<file path="src/design/irs_pkg.sv">
// Constants and types shared by the register read slave
package irs_pkg;
  // ----------------------------------------
  // Addressing and opcodes
  // ----------------------------------------
  localparam logic [6:0]  SLAVE_BASE = 7'h68;
  localparam logic [2:0]  OP_READ    = 3'h4;
  localparam logic [2:0]  OP_WRITE   = 3'h3;
  localparam logic [4:0]  PORT_REGS  = 5'h00;
  localparam logic [11:0] OFS_SUBSYS = 12'h0F8;
  localparam logic [11:0] OFS_EVENTS = 12'h0F0;
  // ----------------------------------------
  // Command field positions
  // ----------------------------------------
  localparam int B2_PORT0  = 7;
  localparam int B2_BE_LSB = 2;
  // ----------------------------------------
  // Event register field positions
  // ----------------------------------------
  localparam int W1C_LSB  = 0;
  localparam int SW1C_LSB = 8;
  localparam int SRW_LSB  = 16;
  localparam int HWI_LSB  = 24;
  // ----------------------------------------
  // Reset values and counts
  // ----------------------------------------
  localparam logic [31:0] RST_SUBSYS = 32'h00000000;
  localparam logic [7:0]  RST_FIELD  = 8'h00;
  localparam logic [3:0]  BYTE_BITS  = 4'h8;
  localparam logic [3:0]  CMD_LAST   = 4'h3;
  localparam logic [3:0]  WR_LAST    = 4'h7;
  localparam logic [3:0]  IDX_SAT    = 4'h8;
  // ----------------------------------------
  // Types
  // ----------------------------------------
  typedef struct packed {
    logic [2:0]  opcode;
    logic [4:0]  port;
    logic [3:0]  byteEn;
    logic [11:0] regAddr;
  } irs_cmd_t;
  typedef struct packed {
    logic        stb;
    logic [4:0]  port;
    logic [3:0]  byteEn;
    logic [11:0] regAddr;
    logic [31:0] data;
  } irs_wr_t;
  typedef struct packed {
    logic sclRise;
    logic sclFall;
    logic start;
    logic stop;
    logic sda;
  } irs_bus_t;
  typedef enum logic [4:0] {
    ST_IDLE   = 5'h01,
    ST_RX     = 5'h02,
    ST_RX_ACK = 5'h04,
    ST_TX     = 5'h08,
    ST_TX_ACK = 5'h10
  } irs_state_t;
endpackage

</file>
<file path="src/design/irs_bus_events.sv">
// Edge, START and STOP detection on the sampled bus lines
`timescale 1ns/1ps
module irs_bus_events (
  input  wire logic              core_clk,
  input  wire logic              resetn,
  input  wire logic              sclIn,
  input  wire logic              sdaIn,
  output irs_pkg::irs_bus_t      ev
);
  import irs_pkg::*;
  logic sclPrev;
  logic sdaPrev;
  always_ff @(posedge core_clk or negedge resetn) begin
    if (!resetn) begin
      sclPrev <= 1'b1;
      sdaPrev <= 1'b1;
    end else begin
      sclPrev <= sclIn;
      sdaPrev <= sdaIn;
    end
  end
  assign ev.sclRise = ~sclPrev & sclIn;
  assign ev.sclFall = sclPrev & ~sclIn;
  assign ev.start   = sclPrev & sclIn & sdaPrev & ~sdaIn;
  assign ev.stop    = sclPrev & sclIn & ~sdaPrev & sdaIn;
  assign ev.sda     = sdaIn;
endmodule

</file>
<file path="src/design/irs_cfg_regs.sv">
// Configuration registers reachable through the serial port
`timescale 1ns/1ps
module irs_cfg_regs (
  input  wire logic              core_clk,
  input  wire logic              resetn,
  input  wire logic              hotResetn,
  input  wire logic [7:0]        hwEvent,
  input  wire logic [7:0]        stickyEvent,
  input  wire logic [7:0]        hwInitValue,
  input  wire logic [4:0]        rdPort,
  input  wire logic [11:0]       rdAddr,
  input  irs_pkg::irs_wr_t       wr,
  output logic [31:0]            rdData,
  output logic [7:0]             stickyCtrl
);
  import irs_pkg::*;
  function automatic logic [1:0] selOf(input logic [4:0] port, input logic [11:0] addr);
    if (port != PORT_REGS) selOf = 2'b00;
    else if (addr == OFS_SUBSYS) selOf = 2'b01;
    else if (addr == OFS_EVENTS) selOf = 2'b10;
    else selOf = 2'b00;
  endfunction
  logic [7:0] w1c;
  logic [7:0] sw1c;
  logic [7:0] hwInit;
  logic       initDone;
  wire  [1:0] rdSel     = selOf(rdPort, rdAddr);
  wire  [1:0] wrSel     = selOf(wr.port, wr.regAddr);
  wire        wrEv      = wr.stb & wrSel[1];
  wire  [7:0] clrW1c    = (wrEv & wr.byteEn[0]) ? wr.data[W1C_LSB +: 8] : 8'h00;
  wire  [7:0] clrSw1c   = (wrEv & wr.byteEn[1]) ? wr.data[SW1C_LSB +: 8] : 8'h00;
  wire  [7:0] next_w1c  = (w1c & ~clrW1c) | hwEvent;
  wire  [7:0] next_sw1c = (sw1c & ~clrSw1c) | stickyEvent;
  wire [31:0] evWord    = {hwInit, stickyCtrl, sw1c, w1c};
  // ----------------------------------------
  // Field storage
  // ----------------------------------------
  always_ff @(posedge core_clk or negedge resetn) begin
    if (!resetn) w1c <= RST_FIELD;
    else if (!hotResetn) w1c <= RST_FIELD;
    else w1c <= next_w1c;
  end
  always_ff @(posedge core_clk or negedge resetn) begin
    if (!resetn) sw1c <= RST_FIELD;
    else sw1c <= next_sw1c;
  end
  always_ff @(posedge core_clk or negedge resetn) begin
    if (!resetn) stickyCtrl <= RST_FIELD;
    else if (wrEv & wr.byteEn[2]) stickyCtrl <= wr.data[SRW_LSB +: 8];
  end
  always_ff @(posedge core_clk or negedge resetn) begin
    if (!resetn) begin
      hwInit   <= RST_FIELD;
      initDone <= 1'b0;
    end else if (!initDone) begin
      hwInit   <= hwInitValue;
      initDone <= 1'b1;
    end
  end
  // ----------------------------------------
  // Registered read data
  // ----------------------------------------
  always_ff @(posedge core_clk or negedge resetn) begin
    if (!resetn) rdData <= 32'h00000000;
    else if (rdSel[0]) rdData <= RST_SUBSYS;
    else if (rdSel[1]) rdData <= evWord;
    else rdData <= 32'h00000000;
  end
endmodule

</file>
<file path="src/design/irs_top.sv">
// Serial slave port that fetches and returns configuration registers
//
// Behaviour
// - Command packet address byte is slave address with write bit; D0h by default.
// - Command byte 0 bits 2:0 equal 100b request a register fetch.
// - Command byte 2 bits 5:2 are four byte-lane enables.
// - Command byte 2 bits 1:0 give register address bits 11:10.
// - Command byte 3 gives register address bits 9:2.
// - Second packet uses read bit set, D1h by default, starting data return.
// - Data phase returns register byte 3, then 2, 1 and 0.
// - Slave address is 68h when the three address straps are zero.
// - Subsystem identifiers at F8h of port 0 read zero after reset.
// - Write-one-clear bits are readable; a one clears, a zero keeps.
// - Sticky write-one-clear bits survive the non-sticky reset.
// - Sticky read-write bits take writes and survive the non-sticky reset.
// - Hardware-initialized bits load from hardware, never from writes.
// - Reads past four bytes wrap back to buffer byte 3.
// - Repeated START may replace the STOP between the two packets.
// - Register address bits 1:0 are always zero.
`timescale 1ns/1ps
module irs_top (
  input  wire logic        core_clk,
  input  wire logic        resetn,
  input  wire logic        hotResetn,
  input  wire logic        sclIn,
  input  wire logic        sdaIn,
  input  wire logic [2:0]  addrStrap,
  input  wire logic [7:0]  hwEvent,
  input  wire logic [7:0]  stickyEvent,
  input  wire logic [7:0]  hwInitValue,
  output logic             sdaOut,
  output logic             sdaOe,
  output logic [7:0]       stickyCtrl
);
  import irs_pkg::*;
  // ----------------------------------------
  // Declarations
  // ----------------------------------------
  irs_bus_t   ev;
  irs_state_t state;
  irs_cmd_t   cmd;
  irs_wr_t    wr;
  logic [3:0]  bitCnt;
  logic [7:0]  shiftIn;
  logic [7:0]  txShift;
  logic [1:0]  txIdx;
  logic [3:0]  byteIdx;
  logic        addrPhase;
  logic        isRead;
  logic        masterAck;
  logic [31:0] wrData;
  logic [31:0] rdData;
  logic [31:0] readBuf;
  logic        fetchReq;
  logic        fetchPipe;
  logic        wrStb;
  // ----------------------------------------
  // Decode
  // ----------------------------------------
  wire [6:0] myAddr    = SLAVE_BASE | {4'h0, addrStrap};
  wire       addrHit   = shiftIn[7:1] == myAddr;
  wire       byteFull  = bitCnt == BYTE_BITS;
  wire       rxBit     = (state == ST_RX) && ev.sclRise;
  wire       rxDone    = (state == ST_RX) && ev.sclFall && byteFull;
  wire       ackEnd    = (state == ST_RX_ACK) && ev.sclFall;
  wire       txFall    = (state == ST_TX) && ev.sclFall;
  wire       txAckRise = (state == ST_TX_ACK) && ev.sclRise;
  wire       txAckFall = (state == ST_TX_ACK) && ev.sclFall;
  wire       ackNow    = addrPhase ? addrHit : 1'b1;
  wire       cmdDone   = rxDone && !addrPhase;
  wire       loadTx    = (ackEnd && isRead) || (txAckFall && masterAck);
  wire [7:0] txByte    = readBuf[{~txIdx, 3'h0} +: 8];
  // ----------------------------------------
  // Submodules
  // ----------------------------------------
  irs_bus_events u_events (
    .core_clk (core_clk),
    .resetn   (resetn),
    .sclIn    (sclIn),
    .sdaIn    (sdaIn),
    .ev       (ev)
  );
  irs_cfg_regs u_regs (
    .core_clk    (core_clk),
    .resetn      (resetn),
    .hotResetn   (hotResetn),
    .hwEvent     (hwEvent),
    .stickyEvent (stickyEvent),
    .hwInitValue (hwInitValue),
    .rdPort      (cmd.port),
    .rdAddr      (cmd.regAddr),
    .wr          (wr),
    .rdData      (rdData),
    .stickyCtrl  (stickyCtrl)
  );
  // ----------------------------------------
  // Bus state machine
  // ----------------------------------------
  always_ff @(posedge core_clk or negedge resetn) begin
    if (!resetn) begin
      state  <= ST_IDLE;
      bitCnt <= 4'h0;
      sdaOe  <= 1'b0;
    end else if (ev.start) begin
      state  <= ST_RX;
      bitCnt <= 4'h0;
      sdaOe  <= 1'b0;
    end else if (ev.stop) begin
      state  <= ST_IDLE;
      bitCnt <= 4'h0;
      sdaOe  <= 1'b0;
    end else begin
      case (state)
        ST_RX: begin
          if (rxBit) begin
            bitCnt <= bitCnt + 4'h1;
          end else if (rxDone) begin
            sdaOe <= ackNow;
            state <= ackNow ? ST_RX_ACK : ST_IDLE;
          end
        end
        ST_RX_ACK: begin
          if (ackEnd && isRead) begin
            sdaOe  <= ~txByte[7];
            bitCnt <= 4'h1;
            state  <= ST_TX;
          end else if (ackEnd) begin
            sdaOe  <= 1'b0;
            bitCnt <= 4'h0;
            state  <= ST_RX;
          end
        end
        ST_TX: begin
          if (txFall && byteFull) begin
            sdaOe <= 1'b0;
            state <= ST_TX_ACK;
          end else if (txFall) begin
            sdaOe  <= ~txShift[7];
            bitCnt <= bitCnt + 4'h1;
          end
        end
        ST_TX_ACK: begin
          if (txAckFall && masterAck) begin
            sdaOe  <= ~txByte[7];
            bitCnt <= 4'h1;
            state  <= ST_TX;
          end else if (txAckFall) begin
            state <= ST_IDLE;
          end
        end
        default: begin
          state <= ST_IDLE;
        end
      endcase
    end
  end
  // ----------------------------------------
  // Shifters
  // ----------------------------------------
  always_ff @(posedge core_clk or negedge resetn) begin
    if (!resetn) shiftIn <= 8'h00;
    else if (rxBit) shiftIn <= {shiftIn[6:0], ev.sda};
  end
  always_ff @(posedge core_clk or negedge resetn) begin
    if (!resetn) txShift <= 8'h00;
    else if (loadTx) txShift <= {txByte[6:0], 1'b0};
    else if (txFall && !byteFull) txShift <= {txShift[6:0], 1'b0};
  end
  always_ff @(posedge core_clk or negedge resetn) begin
    if (!resetn) txIdx <= 2'h0;
    else if (rxDone && addrPhase) txIdx <= 2'h0;
    else if (txFall && byteFull) txIdx <= txIdx + 2'h1;
  end
  always_ff @(posedge core_clk or negedge resetn) begin
    if (!resetn) masterAck <= 1'b0;
    else if (txAckRise) masterAck <= ~ev.sda;
  end
  always_ff @(posedge core_clk or negedge resetn) begin
    if (!resetn) sdaOut <= 1'b0;
    else sdaOut <= 1'b0;
  end
  // ----------------------------------------
  // Packet position
  // ----------------------------------------
  always_ff @(posedge core_clk or negedge resetn) begin
    if (!resetn) begin
      addrPhase <= 1'b1;
      isRead    <= 1'b0;
      byteIdx   <= 4'h0;
    end else if (ev.start) begin
      addrPhase <= 1'b1;
      byteIdx   <= 4'h0;
    end else if (rxDone && addrPhase) begin
      addrPhase <= 1'b0;
      isRead    <= shiftIn[0];
    end else if (cmdDone && byteIdx != IDX_SAT) begin
      byteIdx <= byteIdx + 4'h1;
    end
  end
  // ----------------------------------------
  // Command capture
  // ----------------------------------------
  always_ff @(posedge core_clk or negedge resetn) begin
    if (!resetn) begin
      cmd <= '0;
    end else if (cmdDone) begin
      case (byteIdx)
        4'h0: begin
          cmd.opcode <= shiftIn[2:0];
        end
        4'h1: begin
          cmd.port[4:1] <= shiftIn[3:0];
        end
        4'h2: begin
          cmd.port[0]           <= shiftIn[B2_PORT0];
          cmd.byteEn            <= shiftIn[B2_BE_LSB +: 4];
          cmd.regAddr[11:10]    <= shiftIn[1:0];
        end
        4'h3: begin
          cmd.regAddr[9:2] <= shiftIn;
          cmd.regAddr[1:0] <= 2'h0;
        end
        default: begin
          cmd <= cmd;
        end
      endcase
    end
  end
  always_ff @(posedge core_clk or negedge resetn) begin
    if (!resetn) wrData <= 32'h00000000;
    else if (cmdDone && byteIdx > CMD_LAST) wrData <= {wrData[23:0], shiftIn};
  end
  // ----------------------------------------
  // Fetch into buffer and write request
  // ----------------------------------------
  always_ff @(posedge core_clk or negedge resetn) begin
    if (!resetn) begin
      fetchReq  <= 1'b0;
      fetchPipe <= 1'b0;
    end else begin
      fetchReq  <= cmdDone && byteIdx == CMD_LAST && cmd.opcode == OP_READ;
      fetchPipe <= fetchReq;
    end
  end
  always_ff @(posedge core_clk or negedge resetn) begin
    if (!resetn) readBuf <= 32'h00000000;
    else if (fetchPipe) readBuf <= rdData;
  end
  always_ff @(posedge core_clk or negedge resetn) begin
    if (!resetn) wrStb <= 1'b0;
    else wrStb <= cmdDone && byteIdx == WR_LAST && cmd.opcode == OP_WRITE;
  end
  assign wr.stb     = wrStb;
  assign wr.port    = cmd.port;
  assign wr.byteEn  = cmd.byteEn;
  assign wr.regAddr = cmd.regAddr;
  assign wr.data    = wrData;
endmodule

</file>
<file path="config.mk">
export PLATFORM = sky130hd
export DESIGN_NAME = irs_top
export DESIGN_NICKNAME = d
export VERILOG_FILES = /design/src/design/irs_pkg.sv /design/src/design/irs_bus_events.sv /design/src/design/irs_cfg_regs.sv /design/src/design/irs_top.sv
export SDC_FILE = /design/constraint.sdc
export NUM_CORES = 1
export LEC_CHECK = 0
export BUFFER_PORTS_ARGS = -buffer_cell sky130_fd_sc_hd__clkbuf_2
export CAP_MARGIN = 20
export CORE_MARGIN = 4
export CORE_UTILIZATION = 45
export CTS_CLUSTER_SIZE = 28
export DETAILED_ROUTE_END_ITERATION = 10
export PLACE_DENSITY = 0.69
export SETUP_SLACK_MARGIN = 0.15
export SYNTH_ARGS = -nofsm -noshare
export SYNTH_HDL_FRONTEND = slang
export SYNTH_SLANG_ARGS = --single-unit
</file>
<file path="constraint.sdc">
create_clock -name core_clk -period 6.6 [get_ports core_clk]
set_clock_uncertainty 0.2 [all_clocks]
set_input_delay 0.33 -clock core_clk [delete_from_list [all_inputs] [get_ports core_clk]]
set_output_delay 0.33 -clock core_clk [all_outputs]
set_load 0.005 [all_outputs]
</file>
==> results.txt <==
final hold viol count = 0
largest family of logic cells by synthesized area = multiplexers
Leakage = 0.004200 uW
nets@finish = 667
XOR/XNOR share of the synthesized area = 0.01048
area share of the largest cell type after synthesis = 0.5891
R2R depth = 5
#FFs+latches synth = 181
Synth Area in Simple Gates = 0.1118
max_cap viols = 0
area grow syn2layout = 16.58%
CORE AREA = 0.01612 mm2
largest net degree at the start of global routing = 100
Final Slew Violations = 0
Clock Tree Buf Depth = 2
clock share of power = 0.444
Final min period = 2882 ps
number of global-route vias before repair = 4,800
Yosys top cell by area = dfrtp_1
Max VDD drop = 0.0001661 V
DR vias/cell = 5.315
Worst-Margin Slew = 926.4 ps
switching share of power = 0.2155
Final Util = 0.5439
Die X = 137.3 um
Power Density = 246.1 mW/mm2
Data required, critical path = 6700 ps
First DRT Iteration DRCs = 337
Reg power frac = 0.524
GRT overflow = 0
Residual DRC = 0
mux share of post-synthesis cell area = 0.1847
post-synthesis sequential area ratio = 0.6031
num rows = 46
Die ar. = 0.01884 mm2
layout cells sized above 1 = 0.3151
TritonCTS Sinks = 181
R2R Setup Slk = 3720 ps
number of post-CTS setup repair buffers = 0
Synth Area in Compound Gates = 0.05958
Gate power share = 0.032
ys flop type = dfrtp_1
worst r2r src = cmd[10]
Synth Area per Inst = 13.35 um2
I/O pins = 42
final period utilization = 0.4367
Worst setup SP type = flip-flop
Async S/R FF share, synth = 1.000
WP data arrival = 2980 ps
Synth area leaders = dfrtp_1, mux2_2, and2_1
Post-Synth Adder-Cell Area = 0.009985
total negative slack = 0 ps
status = finished clean
highest clock rate = 347.0 MHz
CP startpoint = cmd[10]
Post-synth EDFFs = 0
relative slew slack = 0.3811
htree depth = 4
fillers = 1,338
CP max FO = 35
via count = 4,555
Yosys warning total = 0
Die H = 137.3 um
initial antenna violation count = 0
WL per Instance = 17.23 um
TritonCTS clock tree = built
NetSw = 464.8 uW
Worst setup EP type = flip-flop
Port Buffers = 40
first-pass GRT wire length = 24.72 mm
hpwl dp = 9.966 mm
Power Internal = 1692 uW
min-delay src = hotResetn
cts bufs inserted = 17
clock transition at the registers of the reported paths = 70 ps
unrepaired setup endpoints after global routing = false
clk_lat worst skew = 430 ps
synthesized net count = 601
Synth Cell Area = 0.007518 mm2
Hold Path Depth = 2
Final ANT Viol Nets = 0
synth unique cells = 60
n_diodes = 0
Starting Density = 0.4665
Hold Path Class = in2reg
RePlAce Congestion = 0.9003
DR pass1 iterations = 4
drt total wl = 14.77 mm
Total GRT Usage = 0.1693
Setup CP Type = reg2reg
clk root buf = clkbuf_16
Finish-stage setup viols = 0
Gate Count Post-Synth = 563
[flip-flops by register name (all words and copies together) (netlist names), 2 cells and up]
name and cells:
bitCnt 4, byteIdx 4, cmd 21, readBuf 32
shiftIn 8, state 5, txIdx 2, txShift 7
u_regs.hwInit 8, u_regs.rdData 32, u_regs.stickyCtrl 8, u_regs.sw1c 8
u_regs.w1c 8, wrData 24
[cells in the mapped netlist, drive strengths merged, types with 8 or more instances]
master  instances
nor2           18
a21o            9
nand3           8
buf            15
inv             8
mux2          102
a21oi          13
nor3            9
mux4            8
dfrtp         177
nor2b          13
o21ai          16
clkbuf         10
nand2          43
and2           32
[metal layers]
metal / vias up / part of all wire / routed length [um] / global-route usage
met5: - / 0 / 0 / 0
met4: 0 / 0.019 / 279 / 0.06319
met3: 26 / 0.028 / 417 / 0.03689
met2: 82 / 0.49 / 7284 / 0.2681
met1: 2334 / 0.46 / 6788 / 0.2310
li1: 2113 / - / - / -
[what timing repair did]
item                      CTS  global route
gates resized for setup     0             0
hold endpoints to repair  121             0
hold buffers               27             0
[power by group through the flow]
stage	logic [uW]	registers, uW	clock network (uW)
detailed placement	56.4	1150	0
global placement	54.3	1150	0
floorplan	21.4	1150	0
global route	78.4	1130	1020
CTS	69.3	1130	973
finish	69.2	1130	957
[placed cells by master (no fill, tap or decap), types with 4 or more instances in the layout]
master	Yosys	layout
dfrtp_1	177	177
mux2_2	102	102
nand2_1	42	42
clkbuf_2	0	39
and2_1	32	32
dlygate4sd3_1	0	27
nor2_1	17	17
clkbuf_16	0	17
o21ai_0	16	16
a21oi_1	13	13
nor2b_1	13	13
a21o_1	9	9
inv_1	8	8
nand3_1	8	8
mux4_2	8	8
nor3_1	7	7
and3_1	6	6
xor2_1	6	6
mux2i_1	6	6
ha_1	6	6
clkinv_2	0	5
dfstp_2	4	4
buf_4	3	4
[critical path: stages (launching register included)]
cell and delay [ps]:
dfrtp_1 370, or4b_2 710, nor4_4 220, buf_4 330
nand3_1 480, mux2_2 450
[kinds of logic after synthesis]
| family | Yosys count |
|---|---|
| xor gates and xnor gates | 9 |
| AOI/OAI and AO/OA | 66 |
| other | 2 |
| buffers and inverters | 33 |
| DFF | 181 |
| and+or+nand+nor | 150 |
| adders and majority gates | 6 |
| muxes | 116 |
[cell type report]
cell class	count	area, um2	area share
sequential	181	4534	0.5173
inverter	8	30.03	0.003426
tap	216	270.3	0.03084
timing repair buffer	72	534.3	0.06096
clock inverter	11	100.1	0.01142
clock buffer	20	456.7	0.05211
multi-input combinational	349	2839	0.3239
[path summary, 6_finish.rpt]
kind | end
min | u_regs.w1c[0]
max in group asynchronous | u_regs.rdData[21]
min in group asynchronous | u_regs.hwInit[3]
max reg2reg | u_regs.stickyCtrl[7]
max | u_regs.stickyCtrl[7]
min reg2reg | fetchPipe
[metrics by stage]
| stage | power (uW) | hold WS (ps) | instances | instance area [um2] | worst slack [ps] |
|---|---|---|---|---|---|
| CTS | 2173 | 40.43 | 856 | 8737 | 3676 |
| floorplan | 1167 | -165.6 | 563 | 7518 | 4057 |
| global placement | 1205 | 139.5 | 798 | 7910 | 3737 |
| global route | 2234 | 39.11 | 857 | 8765 | 3558 |
| finish | 2157 | 64.30 | 857 | 8765 | 3718 |
| detailed placement | 1207 | 140.2 | 798 | 7910 | 3683 |
Note: power is estimated with default switching activity, not from simulation.
